File: src/logic/esi_pkg.sv
package esi_pkg;

  // ==========================================================
  // Register map (byte addresses, one word each)
  localparam logic [3:0] ADDR_CONFIG = 4'h0;
  localparam logic [3:0] ADDR_STATUS = 4'h4;
  localparam logic [3:0] ADDR_ACTION = 4'h8;
  localparam logic [3:0] ADDR_MACRO = 4'hc;

  // ==========================================================
  // Config bit positions
  localparam int CFG_ESTOP_INPUT_DISABLE = 0;
  localparam int CFG_ESTOP_OUTPUT_SCOPE = 1;
  localparam int CFG_ESTOP_MACRO_ENABLE = 2;
  localparam int CFG_DRIVE_ALARM_CHECK_DISABLE = 3;
  localparam int CFG_DRIVE_ALARM_LEVEL_Y = 4;
  localparam int CFG_DRIVE_ALARM_LEVEL_X = 5;
  localparam int CFG_DRIVE_ALARM_LEVEL_Z = 6;
  localparam int CFG_RESET_SPINDLE_HOLD = 7;
  localparam int CFG_RESET_MACRO_ENABLE = 8;
  localparam int CFG_WIDTH = 9;
  localparam logic [8:0] CFG_RESET = 9'h000;

  // Action register bits (write one to request)
  localparam int ACT_RESET_KEY = 0;
  localparam int ACT_PANEL_KEY = 1;
  localparam int ACT_CYCLE_START = 2;
  localparam int ACT_CLEAR_ALARM = 3;

  // Macro register bits
  localparam int MAC_ESTOP_STORED = 0;
  localparam int MAC_RESET_STORED = 1;

  // Modal code values loaded by the reset key action
  localparam logic [1:0] MOTION_RAPID = 2'h0;
  localparam logic [1:0] SPEED_CONSTANT = 2'h1;
  localparam logic [1:0] FEED_PER_MINUTE = 2'h1;

  localparam logic [7:0] AUX_OFF = 8'h00;

  // ==========================================================
  typedef enum logic [2:0] {
    MODE_STARTUP = 3'b000,
    MODE_EDIT = 3'b001,
    MODE_MANUAL = 3'b010,
    MODE_AUTO = 3'b011,
    MODE_OTHER = 3'b100,
    MODE_ESTOP = 3'b101
  } esi_mode_t;

  typedef enum logic [1:0] {
    MAC_IDLE = 2'b00,
    MAC_WAIT_STOP = 2'b01,
    MAC_RUN = 2'b10
  } esi_mac_state_t;

  // Auxiliary outputs
  typedef struct packed {
    logic tailstock;
    logic chuck;
    logic other2;
    logic other1;
    logic other0;
    logic lubricant;
    logic coolant;
    logic spindle;
  } esi_aux_t;

  typedef struct packed {
    logic [1:0] motion;
    logic [1:0] speed;
    logic [1:0] feed;
  } esi_modal_t;

endpackage : esi_pkg

File: src/logic/esi_sync.sv
`timescale 1ns/100ps
module esi_sync #(
  parameter int W = 1
) (
  input wire logic i_clk,
  input wire logic i_rst_n,
  input wire logic [W-1:0] i_d,
  output logic [W-1:0] o_q
);
  logic [W-1:0] meta;
  logic [W-1:0] next_meta;
  logic [W-1:0] next_q;

  always_comb begin
    next_meta = i_d;
    next_q = meta;
  end

  always_ff @(posedge i_clk or negedge i_rst_n) begin
    if (!i_rst_n) begin
      meta <= '0;
      o_q <= '0;
    end else begin
      meta <= next_meta;
      o_q <= next_q;
    end
  end
endmodule : esi_sync

File: src/logic/esi_interlock.sv
`timescale 1ns/100ps
module esi_interlock (
  input wire logic i_clk,
  input wire logic i_rst_n,
  input wire logic [3:0] i_avs_address,
  input wire logic i_avs_read,
  input wire logic i_avs_write,
  input wire logic [31:0] i_avs_writedata,
  output logic [31:0] o_avs_readdata,
  output logic o_avs_waitrequest,
  input wire logic i_external_stop_input_n,
  input wire logic [2:0] i_drive_alarm,
  input wire logic [2:0] i_mode_select,
  input wire logic i_mode_select_valid,
  input wire esi_pkg::esi_aux_t i_aux_request,
  input wire logic i_macro_done,
  output esi_pkg::esi_aux_t o_aux,
  output logic o_feed_stop,
  output logic o_feed_decel,
  output logic o_program_run,
  output logic o_estop_macro_run,
  output logic o_reset_macro_run,
  output esi_pkg::esi_mode_t o_mode,
  output esi_pkg::esi_modal_t o_modal,
  output logic o_estop_alarm,
  output logic [2:0] o_drive_alarm_flag
);
  // ==========================================================
  // Pin synchronisers
  logic [3:0] pins_sync;
  esi_sync #(.W(4)) esi_sync_i (
    .i_clk(i_clk),
    .i_rst_n(i_rst_n),
    .i_d({~i_external_stop_input_n, ~i_drive_alarm}),
    .o_q(pins_sync)
  );

  // ==========================================================
  // Registers and state
  logic [8:0] cfg;
  logic [1:0] macro_stored;
  logic waitreq;
  logic [3:0] act;
  esi_pkg::esi_mode_t mode;
  esi_pkg::esi_mode_t saved_mode;
  esi_pkg::esi_mac_state_t mac;
  logic mac_is_reset, estop_run, reset_run;
  logic running;
  logic [2:0] dflag;
  logic estop_alarm;
  esi_pkg::esi_aux_t aux;
  esi_pkg::esi_modal_t modal;
  logic feed_stop;
  logic feed_decel;
  logic [31:0] rdata;

  logic [8:0] next_cfg;
  logic [1:0] next_macro_stored;
  logic next_waitreq;
  logic [3:0] next_act;
  esi_pkg::esi_mode_t next_mode;
  esi_pkg::esi_mode_t next_saved_mode;
  esi_pkg::esi_mac_state_t next_mac;
  logic next_mac_is_reset, next_estop_run, next_reset_run;
  logic next_running;
  logic [2:0] next_dflag;
  logic next_estop_alarm;
  esi_pkg::esi_aux_t next_aux;
  esi_pkg::esi_modal_t next_modal;
  logic next_feed_stop;
  logic next_feed_decel;
  logic [31:0] next_rdata;

  logic estop_active;
  logic [2:0] levels;
  logic [2:0] drive_hit;
  logic drive_any;
  logic run_mode;

  function automatic esi_pkg::esi_aux_t stop_mask(input esi_pkg::esi_aux_t a,
                                                  input logic scope_all);
    esi_pkg::esi_aux_t r;
    r = a;
    if (scope_all) begin
      r = esi_pkg::AUX_OFF;
    end else begin
      r.spindle = 1'b0;
      r.coolant = 1'b0;
      r.lubricant = 1'b0;
    end
    return r;
  endfunction : stop_mask

  // ==========================================================
  // Alarm detection
  always_comb begin
    estop_active = pins_sync[3] & ~cfg[esi_pkg::CFG_ESTOP_INPUT_DISABLE];
    levels = {cfg[esi_pkg::CFG_DRIVE_ALARM_LEVEL_Z], cfg[esi_pkg::CFG_DRIVE_ALARM_LEVEL_X],
              cfg[esi_pkg::CFG_DRIVE_ALARM_LEVEL_Y]};
    drive_hit = (pins_sync[2:0] ^ levels) &
                {3{~cfg[esi_pkg::CFG_DRIVE_ALARM_CHECK_DISABLE]}};
    drive_any = |drive_hit;
    run_mode = (mode == esi_pkg::MODE_MANUAL) || (mode == esi_pkg::MODE_AUTO);
  end

  // ==========================================================
  // Bus slave: one wait cycle, then answer
  always_comb begin
    next_waitreq = ~((i_avs_read | i_avs_write) & waitreq);
    next_cfg = cfg;
    next_macro_stored = macro_stored;
    next_act = '0;
    next_rdata = rdata;
    if (!waitreq && i_avs_write) begin
      if (i_avs_address == esi_pkg::ADDR_CONFIG) begin
        next_cfg = i_avs_writedata[8:0];
      end else if (i_avs_address == esi_pkg::ADDR_ACTION) begin
        next_act = i_avs_writedata[3:0];
      end else if (i_avs_address == esi_pkg::ADDR_MACRO) begin
        next_macro_stored = i_avs_writedata[1:0];
      end
    end
    if (!next_waitreq && i_avs_read) begin
      if (i_avs_address == esi_pkg::ADDR_CONFIG) begin
        next_rdata = {23'h000000, cfg};
      end else if (i_avs_address == esi_pkg::ADDR_STATUS) begin
        next_rdata = {20'h00000, mac, running, mode, feed_stop, feed_decel,
                      estop_alarm, dflag};
      end else if (i_avs_address == esi_pkg::ADDR_MACRO) begin
        next_rdata = {30'h00000000, macro_stored};
      end else begin
        next_rdata = 32'h00000000;
      end
    end
  end

  // ==========================================================
  // Mode, alarms, outputs
  always_comb begin
    next_mode = mode;
    next_saved_mode = saved_mode;
    next_mac = mac;
    next_mac_is_reset = mac_is_reset;
    next_running = running;
    next_dflag = dflag | drive_hit;
    next_estop_alarm = estop_alarm;
    next_aux = i_aux_request;
    next_modal = modal;
    next_feed_stop = 1'b0;
    next_feed_decel = 1'b0;
    if (act[esi_pkg::ACT_CLEAR_ALARM] && !drive_any) begin
      next_dflag = drive_hit;
    end
    if (mode == esi_pkg::MODE_STARTUP) begin
      if (act[esi_pkg::ACT_PANEL_KEY]) begin
        next_mode = esi_pkg::MODE_EDIT;
      end
    end else if (i_mode_select_valid && mode != esi_pkg::MODE_ESTOP &&
                 i_mode_select >= 3'h1 && i_mode_select <= 3'h4) begin
      next_mode = esi_pkg::esi_mode_t'(i_mode_select);
      next_running = 1'b0;
    end
    if (act[esi_pkg::ACT_CYCLE_START] && mode == esi_pkg::MODE_AUTO &&
        !drive_any && dflag == 3'h0 && !estop_alarm) begin
      next_running = 1'b1;
    end
    if (drive_any) begin
      next_running = 1'b0;
      next_feed_stop = 1'b1;
    end
    // Emergency stop entry
    if (estop_active && mode != esi_pkg::MODE_ESTOP && mode != esi_pkg::MODE_STARTUP) begin
      next_saved_mode = mode;
      next_mode = esi_pkg::MODE_ESTOP;
      next_estop_alarm = 1'b1;
      next_running = 1'b0;
      if (cfg[esi_pkg::CFG_ESTOP_MACRO_ENABLE] && run_mode &&
          macro_stored[esi_pkg::MAC_ESTOP_STORED]) begin
        next_mac = esi_pkg::MAC_WAIT_STOP;
        next_mac_is_reset = 1'b0;
      end else begin
        next_mac = esi_pkg::MAC_IDLE;
      end
    end else if (act[esi_pkg::ACT_RESET_KEY]) begin
      next_feed_decel = 1'b1;
      next_running = 1'b0;
      next_modal.motion = esi_pkg::MOTION_RAPID;
      next_modal.speed = esi_pkg::SPEED_CONSTANT;
      next_modal.feed = esi_pkg::FEED_PER_MINUTE;
      next_mac = esi_pkg::MAC_IDLE;
      if (mode == esi_pkg::MODE_ESTOP && !estop_active) begin
        next_mode = saved_mode;
        next_estop_alarm = 1'b0;
      end else if (run_mode && cfg[esi_pkg::CFG_RESET_MACRO_ENABLE] &&
                   macro_stored[esi_pkg::MAC_RESET_STORED]) begin
        next_mac = esi_pkg::MAC_WAIT_STOP;
        next_mac_is_reset = 1'b1;
      end
    end else begin
      case (mac)
        esi_pkg::MAC_WAIT_STOP: begin
          next_mac = esi_pkg::MAC_RUN;
        end
        esi_pkg::MAC_RUN: begin
          if (i_macro_done) begin
            next_mac = esi_pkg::MAC_IDLE;
          end
          if (mac_is_reset && (drive_any || estop_active)) begin
            next_mac = esi_pkg::MAC_IDLE;
          end
        end
        default: begin
          next_mac = esi_pkg::MAC_IDLE;
        end
      endcase
    end
    if (next_mode == esi_pkg::MODE_ESTOP) begin
      next_feed_stop = 1'b1;
      next_aux = stop_mask(i_aux_request, cfg[esi_pkg::CFG_ESTOP_OUTPUT_SCOPE]);
    end else if (act[esi_pkg::ACT_RESET_KEY] && !cfg[esi_pkg::CFG_RESET_SPINDLE_HOLD]) begin
      next_aux.spindle = 1'b0;
      next_aux.coolant = 1'b0;
    end else if (act[esi_pkg::ACT_RESET_KEY]) begin
      next_aux = aux;
    end
    next_estop_run = (next_mac == esi_pkg::MAC_RUN) & ~next_mac_is_reset;
    next_reset_run = (next_mac == esi_pkg::MAC_RUN) & next_mac_is_reset;
  end

  always_ff @(posedge i_clk or negedge i_rst_n) begin
    if (!i_rst_n) begin
      cfg <= esi_pkg::CFG_RESET;
      macro_stored <= 2'h0;
      waitreq <= 1'b1;
      act <= 4'h0;
      rdata <= 32'h00000000;
      mode <= esi_pkg::MODE_STARTUP;
      saved_mode <= esi_pkg::MODE_EDIT;
      mac <= esi_pkg::MAC_IDLE;
      mac_is_reset <= 1'b0;
      estop_run <= 1'b0;
      reset_run <= 1'b0;
      running <= 1'b0;
      dflag <= 3'h0;
      estop_alarm <= 1'b0;
      aux <= esi_pkg::AUX_OFF;
      modal <= '0;
      feed_stop <= 1'b0;
      feed_decel <= 1'b0;
    end else begin
      cfg <= next_cfg;
      macro_stored <= next_macro_stored;
      waitreq <= next_waitreq;
      act <= next_act;
      rdata <= next_rdata;
      mode <= next_mode;
      saved_mode <= next_saved_mode;
      mac <= next_mac;
      mac_is_reset <= next_mac_is_reset;
      estop_run <= next_estop_run;
      reset_run <= next_reset_run;
      running <= next_running;
      dflag <= next_dflag;
      estop_alarm <= next_estop_alarm;
      aux <= next_aux;
      modal <= next_modal;
      feed_stop <= next_feed_stop;
      feed_decel <= next_feed_decel;
    end
  end

  always_comb begin
    o_avs_waitrequest = waitreq;
    o_avs_readdata = rdata;
    o_aux = aux;
    o_feed_stop = feed_stop;
    o_feed_decel = feed_decel;
    o_program_run = running;
    o_estop_macro_run = estop_run;
    o_reset_macro_run = reset_run;
    o_mode = mode;
    o_modal = modal;
    o_estop_alarm = estop_alarm;
    o_drive_alarm_flag = dflag;
  end

  // ==========================================================
  // Checks
  a_estop_disable_ignored: assert property (@(posedge i_clk) disable iff (!i_rst_n)
    cfg[esi_pkg::CFG_ESTOP_INPUT_DISABLE] && !estop_alarm |=> !estop_alarm)
    else $error("stop input honoured while disabled");
  a_scope_zero_aux: assert property (@(posedge i_clk) disable iff (!i_rst_n)
    mode == esi_pkg::MODE_ESTOP && !cfg[esi_pkg::CFG_ESTOP_OUTPUT_SCOPE] |->
    !aux.spindle && !aux.coolant && !aux.lubricant)
    else $error("spindle group on during stop");
  a_scope_one_aux: assert property (@(posedge i_clk) disable iff (!i_rst_n)
    mode == esi_pkg::MODE_ESTOP && $past(cfg[esi_pkg::CFG_ESTOP_OUTPUT_SCOPE]) &&
    $past(mode) == esi_pkg::MODE_ESTOP |-> aux == esi_pkg::AUX_OFF)
    else $error("aux output on during full stop");
  a_drive_stops_run: assert property (@(posedge i_clk) disable iff (!i_rst_n)
    drive_any |=> !running && feed_stop && (dflag & $past(drive_hit)) == $past(drive_hit))
    else $error("drive alarm did not halt");
  a_auto_start_block: assert property (@(posedge i_clk) disable iff (!i_rst_n)
    !running && dflag != 3'h0 |=> !running)
    else $error("program started with drive alarm");
  a_check_disable: assert property (@(posedge i_clk) disable iff (!i_rst_n)
    cfg[esi_pkg::CFG_DRIVE_ALARM_CHECK_DISABLE] |-> drive_hit == 3'h0)
    else $error("drive alarm seen while check off");
  a_reset_modal: assert property (@(posedge i_clk) disable iff (!i_rst_n)
    act[esi_pkg::ACT_RESET_KEY] |=> feed_decel && !running &&
    modal.motion == esi_pkg::MOTION_RAPID)
    else $error("reset action incomplete");
  a_startup_edit: assert property (@(posedge i_clk) disable iff (!i_rst_n)
    mode == esi_pkg::MODE_STARTUP && act[esi_pkg::ACT_PANEL_KEY] |=>
    mode == esi_pkg::MODE_EDIT)
    else $error("panel key did not enter edit");
endmodule : esi_interlock

File: config.mk
export PLATFORM = sky130hd
export DESIGN_NAME = esi_interlock
export DESIGN_NICKNAME = d
export VERILOG_FILES = /design/src/logic/esi_pkg.sv /design/src/logic/esi_sync.sv /design/src/logic/esi_interlock.sv
export SDC_FILE = /design/constraint.sdc
export NUM_CORES = 1
export LEC_CHECK = 0
export ABC_AREA = 1
export BUFFER_PORTS_ARGS = -buffer_cell sky130_fd_sc_hd__buf_2
export CAP_MARGIN = 10
export CORE_MARGIN = 4
export CORE_UTILIZATION = 48
export DETAILED_ROUTE_END_ITERATION = 6
export PLACE_DENSITY_LB_ADDON = 0.25
export SLEW_MARGIN = 20
export SYNTH_ARGS = -nofsm -noshare
export SYNTH_HDL_FRONTEND = slang
export SYNTH_HIERARCHICAL = 1
export SYNTH_SLANG_ARGS = --single-unit
File: constraint.sdc
create_clock -name i_clk -period 1.9 [get_ports i_clk]
set_input_delay 0.285 -clock i_clk [delete_from_list [all_inputs] [get_ports i_clk]]
set_output_delay 0.285 -clock i_clk [all_outputs]
set_load 0.02 [all_outputs]
## Word-level counts from Yosys, hierarchy flattened

Index checks and enable logic that the tools add are counted.

| cells by class | value |
|---|---|
| magnitude comparators | 2 |
| equal/unequal tests | 13 |
| mux-type cells | 44 |
| bitwise logic cells | 17 |
| reduce and logical (&&, ||, !) cells | 39 |

Operators with widths:

| operator | count |
|---|---|
| $mux 12 | 2 |
| $mux 1 | 21 |
| $mux 3 | 7 |
| $logic_and 1x1->1 | 19 |
| $mux 8 | 2 |
| $mux 2 | 6 |
| $mux 4 | 3 |
| $eq 4x4->1 const B | 2 |
| $not 1->1 | 8 |
| $reduce_and 2->1 | 4 |
| $eq 3x2->1 const B | 2 |
| $eq 3x3->1 const B | 2 |
| $logic_not 3->1 | 2 |
| $mux 6 | 1 |
| $logic_not 1->1 | 5 |
| $mux 5 | 1 |
| $ne 5x3->1 const B | 1 |
| $reduce_bool 5->1 | 1 |
| $and 1x1->1 | 4 |
| $eq 2x2->1 const B | 2 |
| $eq 4x3->1 const B | 1 |
| $logic_not 4->1 | 1 |
| $pmux 2 s2 | 1 |
| $reduce_and 4->1 | 1 |
| 14 further kinds | 16 |

| storage, ports and cells | value |
|---|---|
| register bits | 83 |
| input bits | 57 |
| output and inout port bits | 59 |
| word-level logic and storage cells | 142 |

## Longest topological paths before layout

| logic depth | value |
|---|---|
| depth in word-level cells | 11 |
| mapped depth | 12 |
| gate-level depth less buffers | 12 |

## Hierarchy

The synthesis kept the hierarchy.

Modules (own cells, without submodules):

| module | times used | cells each | area an instance (um2) | seq. area each (um2) |
|---|---|---|---|---|
| esi_interlock | 1 | 312 | 2747.6 | 1378.8 |
| esi_sync | 1 | 8 | 200.2 | 200.2 |

## Least setup slack after synthesis

No wires, ideal clock.

| path | value |
|---|---|
| path type | reg2reg |
| start | register mode[1] (netlist: o_mode[1]) |
| end | register aux, in the netlist o_aux[3] |
| library setup time | 0.118 ns |
| data arrival time | 1.508 ns |
| data required time | 1.782 ns |
| slack | 0.274 ns |
| cell stages (with the launch flop) | 12 |
| clock period less this slack | 1.626 ns |
| cell sequence | dfrtp_1 -> inv_1 -> nand3_1 -> nand3_2 -> buf_6 -> nand2_1 -> a21oi_2 -> nor2_4 -> nand2_4 -> nand2_4 -> nand3_1 -> nand2_1 |

| between the ends | value |
|---|---|
| longest elaborated chain between the ends | 11 |

RTL lines:

| element | RTL line | source |
|---|---|---|
| start, declared | esi_interlock.sv:44 | `esi_pkg::esi_mode_t mode;` |
| start signal, assigned | esi_interlock.sv:237 | `mode <= esi_pkg::MODE_STARTUP;` |
| start signal, assigned | esi_interlock.sv:256 | `mode <= next_mode;` |
| $ne 3x3->1 | esi_interlock.sv:158, esi_interlock.sv:172 |  |
| $logic_and 1x1->1 (2 in a row) | esi_interlock.sv:158 | `end else if (i_mode_select_valid && mode != esi_pkg::MODE_ESTOP &&` |
| $logic_and 1x1->1 | esi_interlock.sv:159 | `i_mode_select >= 3'h1 && i_mode_select <= 3'h4) begin` |
| $mux 3 | esi_interlock.sv:158 |  |
| $mux 3 | esi_interlock.sv:154 | `if (mode == esi_pkg::MODE_STARTUP) begin` |
| $mux 3 | esi_interlock.sv:191 | `if (mode == esi_pkg::MODE_ESTOP && !estop_active) begin` |
| $mux 3 | esi_interlock.sv:184 | `end else if (act[esi_pkg::ACT_RESET_KEY]) begin` |
| $mux 3 (*) | esi_interlock.sv:172 | `if (estop_active && mode != esi_pkg::MODE_ESTOP && mode != esi_pkg::MODE_STARTUP) begin` |
| $eq 3x3->1 (*) | esi_interlock.sv:217 | `if (next_mode == esi_pkg::MODE_ESTOP) begin` |
| $ne 3x1->1 (no line) or $mux 8 (tied branches) | n/a |  |
| end signal, assigned | esi_interlock.sv:246 | `aux <= esi_pkg::AUX_OFF;` |
| end signal, assigned | esi_interlock.sv:265 | `aux <= next_aux;` |
| end, declared | esi_interlock.sv:51 | `esi_pkg::esi_aux_t aux;` |

Mark *: on every way between the ends. The rest lies on a longest branch, timed or not.
A chain may end at the register's enable or synchronous reset.

## Final worst setup path

| path | value |
|---|---|
| start | register cfg[0] |
| end | register aux, in the netlist o_aux[6] |

| between the ends | value |
|---|---|
| longest elaborated chain between the ends | 9 |

RTL lines:

| element | RTL line | source |
|---|---|---|
| start, declared | esi_interlock.sv:40 | `logic [8:0] cfg;` |
| start signal, assigned | esi_interlock.sv:232 | `cfg <= esi_pkg::CFG_RESET;` |
| start signal, assigned | esi_interlock.sv:251 | `cfg <= next_cfg;` |
| $not 1->1 (*) | esi_interlock.sv:97 | `estop_active = pins_sync[3] & ~cfg[esi_pkg::CFG_ESTOP_INPUT_DISABLE];` |
| $and 1x1->1 (*) | esi_interlock.sv:97 |  |
| $logic_not 1->1 | esi_interlock.sv:191 |  |
| $logic_and 1x1->1 | esi_interlock.sv:191 |  |
| $mux 3 | esi_interlock.sv:191 |  |
| $mux 3 | esi_interlock.sv:184 |  |
| $mux 3 (*) | esi_interlock.sv:172 |  |
| named net next_mode[1] | esi_interlock.sv:61 | `esi_pkg::esi_mode_t next_mode;` |
| $eq 3x3->1 (*) | esi_interlock.sv:217 |  |
| $ne 3x1->1 (no line) or $mux 8 (tied branches) | n/a |  |

The timed path passes the listed nets; every way through them passes the cells marked *.

==> impl_results.html <==
<table>
<tr><th>Metric</th><th>Value</th></tr>
<tr><th colspan="2">STA</th></tr>
<tr><td>Setup TNS</td><td>0 ps</td></tr>
<tr><td>Upper clock frequency limit</td><td>0.5849 GHz</td></tr>
<tr><td>Worst path setup slack after routing</td><td>190.2 ps</td></tr>
<tr><td>Layout Skew</td><td>8.471 ps</td></tr>
<tr><td>Unrepaired setup endpoints after global routing</td><td>no</td></tr>
<tr><td>Slew Limit Fails</td><td>0</td></tr>
<tr><td>Worst hold slack after final layout</td><td>70.76 ps</td></tr>
<tr><td>Share of the clock period used by the worst path</td><td>89.99%</td></tr>
<tr><td>Final critical path time including I/O delays and setup</td><td>1710 ps</td></tr>
<tr><td>Number of hold violations in the final report</td><td>0</td></tr>
<tr><td>Number of endpoints failing setup at the final stage</td><td>0</td></tr>
<tr><th colspan="2">Setup path</th></tr>
<tr><td>Worst setup path category</td><td>reg2reg</td></tr>
<tr><td>Largest fanout on the critical path</td><td>10</td></tr>
<tr><td>Buf/Inv on CP</td><td>0</td></tr>
<tr><td>Startpoint of the most critical setup path</td><td>cfg[0]</td></tr>
<tr><td>Ordered cell list for the critical path</td><td>nor2_1 -&gt; nand2_1 -&gt; nor2_2 -&gt; nor2_1 -&gt; nand3_2 -&gt; nand2_2 -&gt; nor2_4 -&gt; nand2_4 -&gt; nand2_4 -&gt; nand3_1 -&gt; nand2_1</td></tr>
<tr><td>RR Endpoint</td><td>o_aux[6]</td></tr>
<tr><td>Largest stage delay, worst path</td><td>420 ps</td></tr>
<tr><td>Cells on worst reg2reg path</td><td>11</td></tr>
<tr><td>Top delay family on crit path</td><td>simple AND/OR/NAND/NOR gates</td></tr>
<tr><td>Critical-path top delay cell</td><td>dfrtp_1</td></tr>
<tr><td>Flop-to-flop setup slack</td><td>190 ps</td></tr>
<tr><td>Kind of start point of the critical path</td><td>register</td></tr>
<tr><td>Worst reg2reg path startpoint</td><td>cfg[0]</td></tr>
<tr><td>Arrival @ worst endpoint</td><td>1990 ps</td></tr>
<tr><td>Data required, critical path</td><td>2180 ps</td></tr>
<tr><td>Kind of end point of the critical path</td><td>register</td></tr>
<tr><th colspan="2">Clock tree</th></tr>
<tr><td>Worst-path clk slew</td><td>70 ps</td></tr>
<tr><td>Buffer type at the clock tree root</td><td>clkbuf_8</td></tr>
<tr><td>Number of sinks driven by the clock tree</td><td>63</td></tr>
<tr><td>TritonCTS Buffers</td><td>9</td></tr>
<tr><td>CTS H-tree lvls</td><td>3</td></tr>
<tr><td>Clock insertion delay at the later pin of the skew report</td><td>340 ps</td></tr>
<tr><td>TritonCTS clock tree</td><td>yes</td></tr>
<tr><td>Maximum clock path buffer count</td><td>2</td></tr>
<tr><th colspan="2">Pwr</th></tr>
<tr><td>Maximum vdd drop</td><td>0.5550 mV</td></tr>
<tr><td>Register share of total power</td><td>42.2%</td></tr>
<tr><td>Post-layout total power</td><td>4.083 mW</td></tr>
<tr><td>Power density normalized to cell area</td><td>1161 mW/mm^2</td></tr>
<tr><td>Clock network fraction of total power</td><td>27.8%</td></tr>
<tr><td>Combinational group share of total power</td><td>30.0%</td></tr>
<tr><td>Static Leakage</td><td>1.909 nW</td></tr>
<tr><td>Internal portion of total power</td><td>2.580 mW</td></tr>
<tr><td>Switching power share of the total</td><td>36.82%</td></tr>
<tr><td>Net load switching power</td><td>1.503 mW</td></tr>
<tr><th colspan="2">Min path</th></tr>
<tr><td>Type of the most critical hold path</td><td>in2reg</td></tr>
<tr><td>Source of the worst hold timing path</td><td>i_drive_alarm[2]</td></tr>
<tr><td>Worst Hold Path EP</td><td>esi_sync_i/meta[2]</td></tr>
<tr><td>Number of cells on the worst hold path</td><td>2</td></tr>
<tr><th colspan="2">Placed design</th></tr>
<tr><td>Placed inst area</td><td>0.003308 sq mm</td></tr>
<tr><td>Dpl hpwl</td><td>4.745 mm</td></tr>
<tr><td>Buffers added on ports</td><td>68</td></tr>
<tr><td>GPL Wtd Cong</td><td>0.7759</td></tr>
<tr><td>Worst setup timing slack at the placement stage</td><td>128.7 ps</td></tr>
<tr><td>DP Cell Count</td><td>462</td></tr>
<tr><th colspan="2">Floorplan</th></tr>
<tr><td>Floorplan core area</td><td>0.005956 sq mm</td></tr>
<tr><td>Die footprint</td><td>0.007459 sq mm</td></tr>
<tr><td>I/O pin total</td><td>116</td></tr>
<tr><td>Count of standard-cell rows</td><td>28</td></tr>
<tr><td>Chip Height</td><td>86.37 um</td></tr>
<tr><td>Chip width</td><td>86.37 um</td></tr>
<tr><td>Effective utilization at floorplan</td><td>49.50%</td></tr>
<tr><th colspan="2">Routing</th></tr>
<tr><td>Sum of routed wire length over all layers</td><td>6.210 mm</td></tr>
<tr><td>Remaining routing DRC violations</td><td>0</td></tr>
<tr><td>Via density per instance</td><td>4.825</td></tr>
<tr><td>Number of iterations in the first detailed-routing pass</td><td>4</td></tr>
<tr><td>Detail-routed net length per standard cell</td><td>12.96 um</td></tr>
<tr><td>Count of routing violations after the opening detailed-route iteration</td><td>127</td></tr>
<tr><td>Vias</td><td>2311</td></tr>
<tr><td>Antenna viol nets, final</td><td>0</td></tr>
<tr><th colspan="2">GRT</th></tr>
<tr><td>Number of antenna violations at the first check in global routing</td><td>0</td></tr>
<tr><td>Total global routing track utilization</td><td>17.57%</td></tr>
<tr><td>Vias in the first global route</td><td>2166</td></tr>
<tr><td>Total gr overflow</td><td>0</td></tr>
<tr><td>Wire length of the first global-routing pass</td><td>10.14 mm</td></tr>
<tr><td>Pin count of the biggest net entering global routing</td><td>64</td></tr>
<tr><th colspan="2">Synth</th></tr>
<tr><td>Cells after Synth</td><td>320</td></tr>
<tr><td>Number of distinct standard cells referenced by the synthesized netlist</td><td>38</td></tr>
<tr><td>Post-synthesis sequential element count</td><td>63</td></tr>
<tr><td>Synthesis warning total</td><td>6</td></tr>
<tr><td>Seq/Total Area, Yosys</td><td>53.57%</td></tr>
<tr><td>Yosys top cell area share</td><td>51.78%</td></tr>
<tr><td>Combined area of all synthesized cells</td><td>0.002948 sq mm</td></tr>
<tr><td>Largest cells by area after synthesis</td><td>dfrtp_1 52%, nand2_1 7.0%, buf_4 6.4%</td></tr>
<tr><td>Mean instance size in the synthesized netlist</td><td>9.212 sq um</td></tr>
<tr><td>Cell taking the most area after synthesis</td><td>dfrtp_1</td></tr>
<tr><th colspan="2">Run status</th></tr>
<tr><td>Result of the run</td><td>finished clean</td></tr>
<tr><th colspan="2">Finish</th></tr>
<tr><td>Number of nets in the layout</td><td>458</td></tr>
<tr><td>Fillcell total</td><td>569</td></tr>
<tr><td>Layout Cell Area excl Fill</td><td>0.003516 sq mm</td></tr>
<tr><td>Number of non-filler instances in the completed layout</td><td>479</td></tr>
<tr><td>Final core utilization</td><td>59.03%</td></tr>
<tr><td>Antenna cell count</td><td>0</td></tr>
<tr><td>Fraction of layout cells with a size suffix above 1</td><td>29.21%</td></tr>
<tr><td>Syn-to-layout area delta</td><td>19.27%</td></tr>
<tr><th colspan="2">Run</th></tr>
<tr><td>Number of maximum-capacitance violations</td><td>0</td></tr>
</table>
[Yosys cell counts (all sizes together)]
library cell / n
dfrtp: 61
nand2: 60
inv: 44
nand3: 29
buf: 26
nor2: 24
o21ai: 18
a21oi: 15
nor3: 9
nand4: 4
o221ai: 4
or2: 4
clkbuf: 3
o211ai: 3
a221oi: 2
dfstp: 2
ha: 2
nand3b: 2
a211oi: 1
a21o: 1
and2: 1
clkinv: 1
conb: 1
mux2: 1
nor4: 1
o21bai: 1
[routing by layer]
layer	wire (um)	track usage, %
met5	0	0
met4	108	6.799
met3	469	4.278
met2	2871	27.33
met1	2761	23.83
[power groups by stage]
stage	clock network, mW	logic [mW]	registers (mW)
2_1_floorplan	0	0.779	1.85
3_3_place_gp	0	1.20	1.74
3_5_place_dp	0	1.22	1.74
4_1_cts	1.15	1.23	1.72
5_1_grt	1.21	1.37	1.74
6_report	1.14	1.23	1.72
[layout by cell type, fill, tap and decap left out, types with 2 or more instances in the layout]
cell,Yosys,final
a21oi_1,12,12
a21oi_2,2,2
a221oi_1,2,2
buf_2,0,68
buf_4,25,4
clkbuf_1,3,2
clkbuf_8,0,10
clkinv_2,0,3
conb_1,1,24
dfrtp_1,61,61
dfstp_2,2,2
ha_1,2,2
inv_1,42,40
inv_2,2,4
nand2_1,55,55
nand2_2,3,3
nand2_4,2,2
nand3_1,24,24
nand3_2,5,4
nand3b_1,2,2
nand4_1,3,3
nor2_1,20,20
nor2_2,3,3
nor3_1,7,7
o211ai_1,3,3
o21ai_0,18,18
o221ai_1,4,4
or2_2,4,4
[area by class of cell]
cell class,count,area [sq um],area share (%)
clock buffer,12,145.1,4.128
clock inverter,4,45.04,1.281
inverter,45,168.9,4.804
multi-input combinational,206,1084,30.82
sequential,63,1579,44.91
tap,75,93.84,2.669
timing repair buffer,74,400.4,11.39
[how the worst max path moves through the flow]
stage / end / slack, ps / depth (start not counted)
2_1_floorplan: o_aux[3] / 270 / 11
3_3_place_gp: o_aux[4] / 160 / 10
3_5_place_dp: o_aux[6] / 130 / 10
4_1_cts: o_aux[6] / 120 / 10
5_1_grt: o_aux[4] / 7 / 9
6_report: o_aux[6] / 190 / 11
[logic make-up (layout without fill, tap and decap cells)]
| family | count (synthesis) | count (layout) | synth area share [%] |
|---|---|---|---|
| adders and majority gates | 2 | 2 | 0.8488 |
| and+or+nand+nor | 134 | 134 | 22.67 |
| DFF | 63 | 63 | 53.57 |
| buffers and inverters | 74 | 135 | 12.86 |
| other | 1 | 24 | 0.1272 |
| AOI/OAI and AO/OA | 45 | 45 | 9.551 |
| muxes | 1 | 1 | 0.3820 |
[worst reg2reg max path: stages, from the launching register on]
cell and delay (ps):
dfrtp_1 420, nor2_1 290, nand2_1 110, nor2_2 130
nor2_1 70, nand3_2 60, nand2_2 70, nor2_4 150
nand2_4 120, nand2_4 110, nand3_1 80, nand2_1 60
[flip-flops by register name (all words and copies together) (netlist names), 3 cells and up]
name and cells:
o_avs_readdata 12, act 4, o_aux 8, o_drive_alarm_flag 3, o_mode 3, esi_sync_i/meta 4
cfg 9, saved_mode 3, esi_sync_i/o_q 4
[timing repair]
item	CTS	global route
setup endpoints to repair	0	9
hold buffers	1	0
hold endpoints to repair	61	0
setup buffers	0	0
resized for setup	0	3
Power figures use the tool's default switching activity.
